===== config.mk =====
export PLATFORM = sky130hd
export DESIGN_NAME = igcc_top
export DESIGN_NICKNAME = d
export VERILOG_FILES = /design/src/design/igcc_pkg.sv /design/src/design/igcc_ctr_if.sv /design/src/design/igcc_gain_ctr.sv /design/src/design/igcc_hpf.sv /design/src/design/igcc_top.sv
export SDC_FILE = /design/constraint.sdc
export NUM_CORES = 1
export LEC_CHECK = 0
export BUFFER_PORTS_ARGS = -buffer_cell sky130_fd_sc_hd__buf_2
export CORE_UTILIZATION = 47
export DETAILED_ROUTE_END_ITERATION = 8
export GPL_ROUTABILITY_DRIVEN = 0
export PLACE_DENSITY = 0.68
export SLEW_MARGIN = 10
export SYNTH_ARGS = -nofsm -noshare
export SYNTH_HDL_FRONTEND = slang
export SYNTH_SLANG_ARGS = --single-unit

===== constraint.sdc =====
create_clock -name clk_sys -period 8.5 [get_ports clk_sys]
set_input_delay 0.85 -clock clk_sys [delete_from_list [all_inputs] [get_ports clk_sys]]
set_output_delay 0.85 -clock clk_sys [all_outputs]
set_load 0.01 [all_outputs]

===== src/design/igcc_pkg.sv =====
package igcc_pkg;
    // timing base
    localparam int CLK_KHZ  = 100000;
    localparam int MOD_KHZ  = 1280;
    localparam int OSR      = 64;
    localparam int PH_W     = 17;
    localparam int HOLD_LONG_US  = 50000;
    localparam int HOLD_SHORT_US = 25000;
    localparam int HOLD_LONG_TICKS  = HOLD_LONG_US * MOD_KHZ / 1000;
    localparam int HOLD_SHORT_TICKS = HOLD_SHORT_US * MOD_KHZ / 1000;
    // gain code: 0.5 dB steps spanning -1 dB to 40 dB
    localparam int GAIN_W = 7;
    localparam logic [6:0] GAIN_MIN_CODE = 7'h00;
    localparam logic [6:0] GAIN_MAX_CODE = 7'h52;
    // register map (3-bit address, 0 means no access)
    localparam logic [2:0] A_PWR  = 3'h1;
    localparam logic [2:0] A_GAIN = 3'h2;
    localparam logic [2:0] A_FAR  = 3'h3;
    localparam logic [2:0] A_FMT1 = 3'h4;
    localparam logic [2:0] A_FMT4 = 3'h5;
    localparam logic [7:0] PWR_RST  = 8'h00;
    localparam logic [7:0] GAIN_RST = 8'h52;
    localparam logic [7:0] FAR_RST  = 8'h00;
    localparam logic [7:0] FMT1_RST = 8'h00;
    localparam logic [7:0] FMT4_RST = 8'h55;
    localparam logic [7:0] PWR_MASK  = 8'h1C;
    localparam logic [7:0] AR_MASK   = 8'h77;
    localparam logic [7:0] FMT1_MASK = 8'h03;
    // field positions
    localparam int MODE_LSB = 2;
    localparam int HOLD_BIT = 4;
    localparam int RDBK_BIT = 7;
    localparam int ATT_LSB  = 0;
    localparam int REL_LSB  = 4;
    // high-pass selections and leak shifts
    localparam logic [1:0] HPF_50  = 2'h0;
    localparam logic [1:0] HPF_100 = 2'h1;
    localparam int HPF_SH_50  = 7;
    localparam int HPF_SH_100 = 6;
    localparam int HPF_FRAC   = 8;

    typedef enum logic [1:0] {
        MODE_DUAL, MODE_SINGLE, MODE_FIXED_STEP, MODE_FIXED_IMM
    } igcc_mode_t;

    // step every (8 << sel) modulator ticks; sel 0 gives 80 dB/ms
    function automatic logic rate_hit(input logic [15:0] presc,
                                      input logic [2:0] sel);
        logic [15:0] mask;
        mask = (16'h0008 << sel) - 16'h0001;
        return &(presc | ~mask);
    endfunction : rate_hit

    function automatic logic [6:0] gmin(input logic [6:0] a,
                                        input logic [6:0] b);
        return (a < b) ? a : b;
    endfunction : gmin
endpackage : igcc_pkg


===== src/design/igcc_ctr_if.sv =====
`timescale 1ns/1ns
// control and state of one gain counter
interface igcc_ctr_if;
    logic       dec;
    logic       inc;
    logic       load;
    logic [6:0] target;
    logic [6:0] max;
    logic [6:0] code;
    modport ctl (output dec, inc, load, target, max, input code);
    modport ctr (input dec, inc, load, target, max, output code);
endinterface : igcc_ctr_if


===== src/design/igcc_gain_ctr.sv =====
`timescale 1ns/1ns
module igcc_gain_ctr (
    input wire logic clk_sys,
    input wire logic rst,
    input wire logic clk_en,
    igcc_ctr_if.ctr  bus
);
    typedef struct packed {
        logic [6:0] code;
    } igcc_ctr_st_t;

    igcc_ctr_st_t st_reg;
    igcc_ctr_st_t st_next;

    // load wins, then clamp, then single steps; never wraps
    always_comb begin
        st_next = st_reg;
        if (bus.load) begin
            st_next.code = bus.target;
        end else if (st_reg.code > bus.max) begin
            st_next.code = bus.max;
        end else if (bus.dec && st_reg.code != igcc_pkg::GAIN_MIN_CODE) begin
            st_next.code = st_reg.code - 7'h01;
        end else if (bus.inc && st_reg.code < bus.max) begin
            st_next.code = st_reg.code + 7'h01;
        end
    end

    always_ff @(posedge clk_sys or posedge rst) begin
        if (rst) begin
            st_reg <= '{code: igcc_pkg::GAIN_MAX_CODE};
        end else if (clk_en) begin
            st_reg <= st_next;
        end
    end

    assign bus.code = st_reg.code;
endmodule : igcc_gain_ctr


===== src/design/igcc_hpf.sv =====
`timescale 1ns/1ns
module igcc_hpf (
    input  wire logic        clk_sys,
    input  wire logic        rst,
    input  wire logic        clk_en,
    input  wire logic        in_valid,
    input  wire logic [15:0] in_sample,
    input  wire logic [1:0]  sel,
    output logic             out_valid,
    output logic [15:0]      out_sample
);
    typedef struct packed {
        logic [15:0] xprev;
        logic [25:0] acc;
        logic [15:0] y;
        logic        vld;
    } igcc_hpf_st_t;

    igcc_hpf_st_t st_reg;
    igcc_hpf_st_t st_next;

    function automatic logic [15:0] sat16(input logic signed [25:0] v);
        if (v > 26'sh0007FFF) return 16'h7FFF;
        if (v < -26'sh0008000) return 16'h8000;
        return v[15:0];
    endfunction : sat16

    // y = x - x1 + (1 - 2^-k) y1, kept with 8 fraction bits
    always_comb begin
        logic signed [16:0] diff;
        logic signed [25:0] acc_n;
        logic [2:0]         sh;
        diff  = 17'($signed(in_sample)) - 17'($signed(st_reg.xprev));
        sh    = (sel == igcc_pkg::HPF_100) ? 3'(igcc_pkg::HPF_SH_100)
                                           : 3'(igcc_pkg::HPF_SH_50);
        acc_n = $signed(st_reg.acc) + (26'(diff) <<< igcc_pkg::HPF_FRAC)
              - ($signed(st_reg.acc) >>> sh);
        st_next     = st_reg;
        st_next.vld = in_valid;
        if (in_valid) begin
            st_next.xprev = in_sample;
            if (sel[1]) begin
                st_next.acc = '0;
                st_next.y   = in_sample;
            end else begin
                st_next.acc = acc_n;
                st_next.y   = sat16(acc_n >>> igcc_pkg::HPF_FRAC);
            end
        end
    end

    always_ff @(posedge clk_sys or posedge rst) begin
        if (rst) begin
            st_reg <= '0;
        end else if (clk_en) begin
            st_reg <= st_next;
        end
    end

    assign out_valid  = st_reg.vld;
    assign out_sample = st_reg.y;
endmodule : igcc_hpf


===== src/design/igcc_top.sv =====
// Local design decisions: the strobed register port and the placing of the registers.
`timescale 1ns/1ns
// Overview of operation
// - compressor mode from power control bits 3:2; dual-rate after reset.
// - automatic modes step fast counter down while above upper threshold.
// - automatic modes step fast counter up below lower threshold, capped.
// - increase only after hold time below lower threshold: 50 or 25 ms.
// - dual-rate slow counter tracks fast counter at slow rates.
// - dual-rate applied gain is smaller of the two counters.
// - rates come from fast and format-four registers as clock selects.
// - single-rate mode uses fast counter alone; slow counter never steps, only clamps to a lowered setting.
// - fixed stepped mode walks gain to setting at fast rates.
// - fixed immediate mode loads the gain setting at once.
// - gain register bit 7 selects readback of applied gain.
// - stepped moves pass every 0.5 dB step, fastest 80 dB/ms.
// - rate and hold timing derive from a 1.28 MHz tick.
// - gain codes span -1 dB to 40 dB.
// - one sample per 64 modulator ticks, 20 kHz.
// - samples are 16-bit two's complement.
// - high-pass 50 Hz, 100 Hz or bypass; 50 Hz after reset.
// - power-down input stops analog and holds gain, sample and read outputs low.
// - one output serves as external reset and low-battery flag.
// - unused register bits always read zero.
module igcc_top #(
    parameter logic [15:0] HOLD_LONG_TICKS  = 16'(igcc_pkg::HOLD_LONG_TICKS),
    parameter logic [15:0] HOLD_SHORT_TICKS = 16'(igcc_pkg::HOLD_SHORT_TICKS)
) (
    input  wire logic        clk_sys,
    input  wire logic        rst,
    input  wire logic        clk_en,
    input  wire logic [2:0]  reg_addr,
    input  wire logic [7:0]  reg_wdata,
    input  wire logic        reg_wr,
    input  wire logic        reg_rd,
    output logic      [7:0]  reg_rdata,
    input  wire logic        cmp_above_upper_in,
    input  wire logic        cmp_below_lower_in,
    input  wire logic        ext_powerdown_in,
    input  wire logic        low_batt_in,
    input  wire logic [15:0] adc_raw_in,
    output logic      [6:0]  gain_code_out,
    output logic             analog_pd_out,
    output logic             reset_lowbatt_out,
    output logic      [15:0] sample_out,
    output logic             sample_valid_out
);
    // ****************************************************
    // state
    // ****************************************************
    typedef struct packed {
        logic [7:0]  pwr;
        logic [7:0]  gain;
        logic [7:0]  far;
        logic [7:0]  fmt1;
        logic [7:0]  fmt4;
        logic [1:0]  up_s;
        logic [1:0]  lo_s;
        logic [1:0]  pd_s;
        logic [1:0]  lb_s;
        logic [16:0] ph;
        logic [15:0] presc;
        logic [5:0]  dec_cnt;
        logic [15:0] hold;
        logic [6:0]  gain_out;
        logic [7:0]  rdata;
        logic        pd_out;
        logic        rl_out;
        logic [15:0] smp;
        logic        svld;
    } igcc_top_st_t;

    igcc_top_st_t st_reg;
    igcc_top_st_t st_next;

    igcc_ctr_if fast_if ();
    igcc_ctr_if slow_if ();

    igcc_pkg::igcc_mode_t mode;
    logic        above;
    logic        below;
    logic        pd;
    logic        tick;
    logic        take;
    logic        auto_md;
    logic [6:0]  cap;
    logic [6:0]  applied;
    logic [15:0] hold_lim;
    logic        hold_done;
    logic        f_att;
    logic        f_rel;
    logic        s_att;
    logic        s_rel;
    logic        hpf_vld;
    logic [15:0] hpf_smp;

    // ****************************************************
    // decoded controls
    // ****************************************************
    // mode field
    assign mode    = igcc_pkg::igcc_mode_t'(st_reg.pwr[igcc_pkg::MODE_LSB +: 2]);
    assign auto_md = (mode == igcc_pkg::MODE_DUAL) || (mode == igcc_pkg::MODE_SINGLE);
    assign above = st_reg.up_s[1];
    assign below = st_reg.lo_s[1];
    assign pd    = st_reg.pd_s[1];
    // programmed maximum clipped to the gain span
    assign cap = (st_reg.gain[6:0] > igcc_pkg::GAIN_MAX_CODE) ?
                 igcc_pkg::GAIN_MAX_CODE : st_reg.gain[6:0];

    // 1.28 MHz tick from a phase accumulator
    assign tick = (st_reg.ph + 17'(igcc_pkg::MOD_KHZ)) >= 17'(igcc_pkg::CLK_KHZ);
    assign take = tick && (st_reg.dec_cnt == 6'(igcc_pkg::OSR - 1));

    assign hold_lim  = st_reg.pwr[igcc_pkg::HOLD_BIT] ? HOLD_SHORT_TICKS
                                                       : HOLD_LONG_TICKS;
    assign hold_done = st_reg.hold >= hold_lim;

    // rate strobes picked from the rate registers
    assign f_att = tick && igcc_pkg::rate_hit(st_reg.presc,
                          st_reg.far[igcc_pkg::ATT_LSB +: 3]);
    assign f_rel = tick && igcc_pkg::rate_hit(st_reg.presc,
                          st_reg.far[igcc_pkg::REL_LSB +: 3]);
    assign s_att = tick && igcc_pkg::rate_hit(st_reg.presc,
                          st_reg.fmt4[igcc_pkg::ATT_LSB +: 3]);
    assign s_rel = tick && igcc_pkg::rate_hit(st_reg.presc,
                          st_reg.fmt4[igcc_pkg::REL_LSB +: 3]);

    // ****************************************************
    // gain counter steering
    // ****************************************************
    always_comb begin
        fast_if.dec    = 1'b0;
        fast_if.inc    = 1'b0;
        fast_if.load   = 1'b0;
        fast_if.target = cap;
        fast_if.max    = cap;
        slow_if.dec    = 1'b0;
        slow_if.inc    = 1'b0;
        slow_if.load   = 1'b0;
        slow_if.target = cap;
        slow_if.max    = cap;
        unique case (mode)
            igcc_pkg::MODE_DUAL, igcc_pkg::MODE_SINGLE: begin
                fast_if.dec = f_att && above;
                // release below lower threshold, capped by counter
                fast_if.inc = f_rel && below && !above && hold_done;
                if (mode == igcc_pkg::MODE_DUAL) begin
                    slow_if.dec = s_att && (slow_if.code > fast_if.code);
                    slow_if.inc = s_rel && (slow_if.code < fast_if.code);
                end
            end
            igcc_pkg::MODE_FIXED_STEP: begin
                // walk toward setting, one half-dB step per strobe
                // clamp to the full span only, else a lowered setting would jump
                fast_if.max = igcc_pkg::GAIN_MAX_CODE;
                fast_if.dec = f_att && (fast_if.code > cap);
                fast_if.inc = f_rel && (fast_if.code < cap);
            end
            igcc_pkg::MODE_FIXED_IMM: begin
                fast_if.load = 1'b1;
            end
        endcase
    end

    // dual-rate takes the smaller count; otherwise fast alone
    assign applied = (mode == igcc_pkg::MODE_DUAL) ?
                     igcc_pkg::gmin(fast_if.code, slow_if.code) : fast_if.code;

    // both counters saturate inside the counter module
    igcc_gain_ctr u_fast (
        .clk_sys (clk_sys),
        .rst     (rst),
        .clk_en  (clk_en),
        .bus     (fast_if.ctr)
    );

    igcc_gain_ctr u_slow (
        .clk_sys (clk_sys),
        .rst     (rst),
        .clk_en  (clk_en),
        .bus     (slow_if.ctr)
    );

    // dc removal on each new sample
    igcc_hpf u_hpf (
        .clk_sys    (clk_sys),
        .rst        (rst),
        .clk_en     (clk_en),
        .in_valid   (take && !pd),
        .in_sample  (adc_raw_in),
        .sel        (st_reg.fmt1[1:0]),
        .out_valid  (hpf_vld),
        .out_sample (hpf_smp)
    );

    // ****************************************************
    // next state
    // ****************************************************
    always_comb begin
        st_next      = st_reg;
        st_next.up_s = {st_reg.up_s[0], cmp_above_upper_in};
        st_next.lo_s = {st_reg.lo_s[0], cmp_below_lower_in};
        st_next.pd_s = {st_reg.pd_s[0], ext_powerdown_in};
        st_next.lb_s = {st_reg.lb_s[0], low_batt_in};
        // fractional divide: 1280 kHz out of 100 MHz
        st_next.ph = tick ? st_reg.ph + 17'(igcc_pkg::MOD_KHZ)
                            - 17'(igcc_pkg::CLK_KHZ)
                          : st_reg.ph + 17'(igcc_pkg::MOD_KHZ);
        if (tick) begin
            st_next.presc   = st_reg.presc + 16'h0001;
            st_next.dec_cnt = st_reg.dec_cnt + 6'h01;
        end
        // restart the hold timer whenever the signal comes back up
        if (!below || above) begin
            st_next.hold = '0;
        end else if (tick && !hold_done) begin
            st_next.hold = st_reg.hold + 16'h0001;
        end
        if (reg_wr) begin
            unique case (reg_addr)
                igcc_pkg::A_PWR:  st_next.pwr  = reg_wdata & igcc_pkg::PWR_MASK;
                igcc_pkg::A_GAIN: st_next.gain = reg_wdata;
                igcc_pkg::A_FAR:  st_next.far  = reg_wdata & igcc_pkg::AR_MASK;
                igcc_pkg::A_FMT1: st_next.fmt1 = reg_wdata & igcc_pkg::FMT1_MASK;
                igcc_pkg::A_FMT4: st_next.fmt4 = reg_wdata & igcc_pkg::AR_MASK;
                default: ;
            endcase
        end
        // read data stand only in the cycle after the strobe
        st_next.rdata = 8'h00;
        if (reg_rd && !pd) begin
            unique case (reg_addr)
                igcc_pkg::A_PWR:  st_next.rdata = st_reg.pwr;
                // readback of the applied gain when bit 7 is set
                igcc_pkg::A_GAIN: st_next.rdata = st_reg.gain[igcc_pkg::RDBK_BIT] ?
                                                  {1'b1, applied} : st_reg.gain;
                igcc_pkg::A_FAR:  st_next.rdata = st_reg.far;
                igcc_pkg::A_FMT1: st_next.rdata = st_reg.fmt1;
                igcc_pkg::A_FMT4: st_next.rdata = st_reg.fmt4;
                default:          st_next.rdata = 8'h00;
            endcase
        end
        // power-down holds gain, sample and valid low; reset_lowbatt_out goes high
        st_next.pd_out   = pd;
        st_next.gain_out = pd ? 7'h00 : applied;
        st_next.svld     = hpf_vld && !pd;
        st_next.smp      = pd ? 16'h0000 : (hpf_vld ? hpf_smp : st_reg.smp);
        st_next.rl_out = pd || st_reg.lb_s[1];
    end

    always_ff @(posedge clk_sys or posedge rst) begin
        if (rst) begin
            st_reg      <= '0;
            st_reg.pwr  <= igcc_pkg::PWR_RST;
            st_reg.gain <= igcc_pkg::GAIN_RST;
            st_reg.far  <= igcc_pkg::FAR_RST;
            st_reg.fmt1 <= igcc_pkg::FMT1_RST;
            st_reg.fmt4 <= igcc_pkg::FMT4_RST;
        end else if (clk_en) begin
            st_reg <= st_next;
        end
    end

    assign reg_rdata         = st_reg.rdata;
    assign gain_code_out     = st_reg.gain_out;
    assign analog_pd_out     = st_reg.pd_out;
    assign reset_lowbatt_out = st_reg.rl_out;
    assign sample_out        = st_reg.smp;
    assign sample_valid_out  = st_reg.svld;
endmodule : igcc_top


== After elaboration in Yosys (flattened, before gate mapping) ==
Index checks and enable logic that the tools add are counted.

* Add/sub/neg operators: 16
* Multiply operators: 0
* Div/mod/pow operators: 0
* $lt $le $gt $ge: 14
* Eq/ne operators: 10
* Shift-type cells: 5
* Muxes and demuxes: 41
* Bitwise operators: 8
* Reduce and logical (&&, ||, !) cells: 50

{| class="wikitable"
|+ Operators by type and width
! cell !! number
|-
| $mux 16 || 9
|-
| $mux 7 || 12
|-
| $not 16->16 || 4
|-
| $or 16x16->16 || 4
|-
| $reduce_and 16->1 || 4
|-
| $shl 4x3->16 const A || 4
|-
| $sub 16x1->16 const B || 4
|-
| $mux 42 || 1
|-
| $pmux 8 s5 || 1
|-
| $lt 7x7->1 || 5
|-
| $add 16x1->16 const B || 2
|-
| $gt 7x7->1 || 4
|-
| $add 26x25->26 || 1
|-
| $sshr 26x3->26 || 1
|-
| $sub 26x26->26 || 1
|-
| $logic_and 1x1->1 || 21
|-
| $gt 18x16->1 const B || 1
|-
| $lt 18x16->1 const B || 1
|-
| $add 17x11->17 const B || 1
|-
| $ge 17x17->1 const B || 1
|-
| $mux 17 || 1
|-
| $sub 16x16->17 || 1
|-
| $sub 17x17->17 const B || 1
|-
| $ge 16x16->1 || 1
|-
| 23 further kinds || 58
|}

* Register bits after elaboration: 195
* Latch bits: 0
* Memory bits (writable): 0
* Memory bits (read-only): 0
* Word-level logic and storage cells: 169
* Memories kept: 0

== Depth between registers and ports, before layout ==
* Depth after elaboration: 15
* Depth in mapped cells: 25
* Mapped depth without buffers: 24

== By module ==
From an unflattened synthesis, not the netlist that was laid out.

* Cell total of the unflattened synthesis: 1559
* Area, all modules: 14057.2 um^2

{| class="wikitable"
|+ By module, submodules not included
! module !! times used !! cells each !! area an instance (um^2) !! seq. area each (um^2)
|-
| igcc_top || 1 || 722 || 6941.7 || 2936.6
|-
| igcc_hpf || 1 || 623 || 5331.4 || 1476.4
|-
| igcc_gain_ctr || 2 || 107 || 892.1 || 178.9
|}

== Worst setup path before layout ==
OpenSTA, ideal clock, no wires.

* Kind: in2reg
* Start: in adc_raw_in[0]
* End: reg u_hpf.st_reg, in the netlist u_hpf.out_sample[2]
* Library setup time: 0.073 ns
* Arrival: 5.352 ns
* Data required time: 8.427 ns
* Setup slack: 3.075 ns
* Stages on the path: 24
* Path buffers: 2
* Path through: inv_1 ha_1 fa_1 nor2b_1 o21ai_0 a21boi_0 o21ai_0 a21boi_0 o2111a_1 nor2_1 a21oi_1 xor2_1 fa_1 ha_1 clkbuf_1 a21o_1 or2_2 nand3_1 o311ai_0 or4b_4 nor2_4 buf_8 o21bai_1 a21oi_2

* Word-level cells in the longest chain between the ends: 11

{| class="wikitable"
|+ RTL lines
! what !! RTL line !! RTL
|-
| start: declaration || igcc_top.sv:40 || <nowiki>input wire logic [15:0] adc_raw_in,</nowiki>
|-
| $sub 16x16->17 (*) || igcc_hpf.sv:33 || <nowiki>diff = 17'($signed(in_sample)) - 17'($signed(st_reg.xprev));</nowiki>
|-
| $add 26x25->26 (*) || igcc_hpf.sv:36 || <nowiki>acc_n = $signed(st_reg.acc) + (26'(diff) <<< igcc_pkg::HPF_FRAC)</nowiki>
|-
| $sub 26x26->26 (*) || igcc_hpf.sv:37 || <nowiki>- ($signed(st_reg.acc) >>> sh);</nowiki>
|-
| $lt 18x16->1 || igcc_hpf.sv:24 || <nowiki>if (v < -26'sh0008000) return 16'h8000;</nowiki>
|-
| $mux 1 (2 in a row) || igcc_hpf.sv:24 ||
|-
| $mux 1 || igcc_hpf.sv:42 || <nowiki>if (sel[1]) begin</nowiki>
|-
| $mux 1 || igcc_hpf.sv:40 || <nowiki>if (in_valid) begin</nowiki>
|-
| $mux 16 || igcc_hpf.sv:25 || <nowiki>return v[15:0];</nowiki>
|-
| $mux 16 (*) || igcc_hpf.sv:24 ||
|-
| $mux 42 (*) || igcc_hpf.sv:42 ||
|-
| end signal: assignment || igcc_hpf.sv:56 || <nowiki>st_reg <= st_next;</nowiki>
|-
| end: declaration || igcc_hpf.sv:19 || <nowiki>igcc_hpf_st_t st_reg;</nowiki>
|}

Mark *: on every way between the ends. The rest lies on a longest branch, timed or not. The select of a mux whose other input is x is not followed.
A chain may end at the register's enable or synchronous reset.

== Worst setup path in the final report ==
* Start: in adc_raw_in[0]
* End: reg u_hpf.st_reg, in the netlist u_hpf.out_sample[10]

Same word-level chain as after synthesis.

==> impl_metrics.csv <==
group,metric,value,unit
layout,fin_nets,1572,
global_route,grt_pass1_wl,50500,um
yosys,synth_fa_ha_area_frac,0.129,
detailed_routing,drc,0,
pwr,ir_drop,0.148,mV
global_route,antenna_found_initial,0,
hold_path,min_from,"st_reg[62]",
timing,period_share,0.676,
yosys,synth-simple-area-share,0.139,
yosys,yosysTopAreaCellShare,0.329,
timing,finalHoldViolCount,0,
outcome,status,"complete, no violations",
clocking,numCtsBuffers,17,
clocking,clockRootBuffer,"clkbuf_16",
clocking,cts_tree,"built",
pwr,p_per_area,294,mW/mm^2
hold_path,min_path_type,"flop to flop",
timing,max_freq,174,MHz
clocking,cts.sinks,184,
yosys,async_reset_ff_frac,1.00,
timing,slew_headroom,0.349,
yosys,synth_nets,1561,
clocking,clockBufferDepth,2,
layout,n_antenna_cell,0,
job,cap_violations,0,
worst_setup_path,r2r_slack,2930,ps
detailed_routing,wl,30500,um
worst_setup_path,required,8800,ps
yosys,synth_ff_type,"dfrtp_1",
worst_setup_path,end_kind,"flop",
yosys,synth-edff-count,0,
timing,worst-slew-pin-transition,977,ps
detailed_routing,drtAntennaViolNets,0,
floorplanning,design.die.area,0.0283,sq mm
floorplanning,rows,60,
global_route,grtUsageTotal,0.224,
yosys,synth_compound_area_frac,0.205,
pwr,p_leak,6.47,nW
floorplanning,fp.dieH,168,um
worst_setup_path,arrival,6040,ps
global_route,met1_usage,0.322,
global_route,grt-busiest-layer,"met2",
global_route,first_global_vias,9717,
detailed_routing,wl_per_cell,17.3,um
yosys,syn_inst,1404,
global_route,grt_max_degree,110,
worst_setup_path,r2r_start,"u_hpf.st_reg[43]",
yosys,syn-cell-area,0.0130,sq mm
placement,dp_hpwl,22300,um
yosys,synth_common_cells,"dfrtp_1 (171), nand2_1 (125), o21ai_0 (115)",
layout,largest_register_ffs,68,
yosys,yosys_warnings,0,
yosys,synth.largest_area_cell,"dfrtp_1",
floorplanning,start_util,0.481,
yosys,ys_seq_area_frac,0.356,
detailed_routing,route.vias.total,10200,
timing,min_period,5740,ps
worst_setup_path,r2r_end,"u_hpf.out_sample[10]",
detailed_routing,drtPass1Iterations,5,
detailed_routing,vias_per_cell,5.78,
timing,slew_violations,0,
worst_setup_path,rr_worst_depth,22,
yosys,avgSynthCellArea,9.25,sq um
clocking,cts.clk_slew.worst_paths,70,ps
worst_setup_path,worstSetupPathType,"input pin to flop",
placement,post-place-cells,1737,
layout,instances_no_fill,1769,
yosys,synth.most_common_cell,"dfrtp_1",
floorplanning,io_pins,70,
clocking,cts_resized,0,
yosys,synthMuxAreaShare,0.0426,
yosys,synth_cell_types,90,
timing,tns,0,ps
layout,area_delta_synth_final,7.39,%
yosys,synth_top_family_by_area,"compound AO/OA/AOI/OAI gates",
timing,clock_skew,9.55,ps
clocking,cts_htree_levels,4,
floorplanning,die_x,168,um
timing,rsz0062_at_grt,"false",
floorplanning,core-area,0.0270,sq mm
worst_setup_path,crit_fanout,15,
global_route,use_met3,0.0442,
placement,portBuffers,69,
global_route,met2_usage,0.340,
clocking,postCtsSetupRepairBufs,0,
yosys,ys_ff_latch,184,
clocking,clk_latency,440,ps
timing,setup_violations,0,
worst_setup_path,start_kind,"input pin",
detailed_routing,drt_iter0_drc,736,
hold_path,whs_path_depth,1,
hold_path,hold_end,"st_reg[62]",
yosys,synth_area_leaders,"dfrtp_1 (33%), ha_1 (9.6%), o21ai_0 (4.4%)",
global_route,grt_overflow,0,
layout,drive_gt1_frac,0.136,
clocking,cts_hold_buf,0,
yosys,synth-xor-area-share,0.0591,
worst max-delay path by stage:
stage,depth (start not counted),end,start
floorplan,1,above,rst
detailed placement,24,u_hpf.out_sample[10],adc_raw_in[0]
finish,24,u_hpf.out_sample[10],adc_raw_in[0]
global route,24,u_hpf.out_sample[13],adc_raw_in[0]
global placement,24,u_hpf.out_sample[14],adc_raw_in[0]
CTS,24,u_hpf.out_sample[10],adc_raw_in[0]
cell usage in the layout, fill, tap and decap left out, types with 25 or more instances in the layout:
cell type	synthesis	final
dfrtp_1	171	171
nand2_1	125	125
o21ai_0	115	115
inv_1	114	113
ha_1	100	100
a21oi_1	83	83
nor2_1	81	81
buf_2	8	69
xnor2_1	44	44
xor2_1	40	40
mux2_2	34	34
nand3_1	29	29
a21o_1	25	25
metrics by stage:
step | instance area, sq um | util | worst slack (ps) | hold WS (ps) | power, W
2_1_floorplan | 13000 | - | 2670 | 442 | 0.00286
3_3_place_gp | 13300 | 0.494 | 2500 | 459 | 0.00321
3_5_place_dp | 13300 | 0.494 | 2350 | 463 | 0.00327
4_1_cts | 14000 | 0.516 | 2790 | 476 | 0.00412
5_1_grt | 14000 | 0.516 | 2370 | 502 | 0.00444
6_report | 14000 | 0.516 | 2760 | 476 | 0.00410
final cells by class:
| class | count | area [sq um] |
|---|---|---|
| repair buffers | 77 | 405 |
| fillers | 2453 | 13100 |
| flip-flops and latches | 184 | 4620 |
| well taps | 341 | 427 |
| inverters | 114 | 435 |
| clock buffers | 21 | 460 |
| clock inverters | 11 | 146 |
| multi-input cells | 1021 | 7460 |
critical path, cell delays in order:
cell	delay [ps]
buf_2	70
inv_1	50
ha_1	230
fa_1	410
nor2b_1	120
o21ai_0	110
a21boi_0	210
o21ai_0	130
a21boi_0	300
o2111a_1	290
nor2_1	60
a21oi_1	210
xor2_1	200
fa_1	440
ha_1	420
a21o_1	200
or2_2	290
nand3_1	110
nand2_1	70
a211oi_2	260
xor2_2	260
nand2_1	140
a21oi_4	490
a21oi_1	130
per-layer routing:
layer	vias to the layer above	share of wire
met1	4921	0.49
met4	0	0.015
met5	-	0
met3	32	0.062
met2	315	0.44
li1	4957	-
kinds of logic after synthesis:
| kind of cell | Yosys count |
|---|---|
| xor gates and xnor gates | 86 |
| AOI/OAI and AO/OA | 396 |
| buffers and inverters | 199 |
| DFF | 184 |
| and+or+nand+nor | 367 |
| adders and majority gates | 121 |
| muxes | 51 |
where the power goes:
group          total, W  internal, W  switching [W]
combinational   0.00200     0.000819        0.00118
sequential      0.00127      0.00105       0.000225
clock          0.000831     0.000480       0.000351
(Power assumes the default switching activity.)
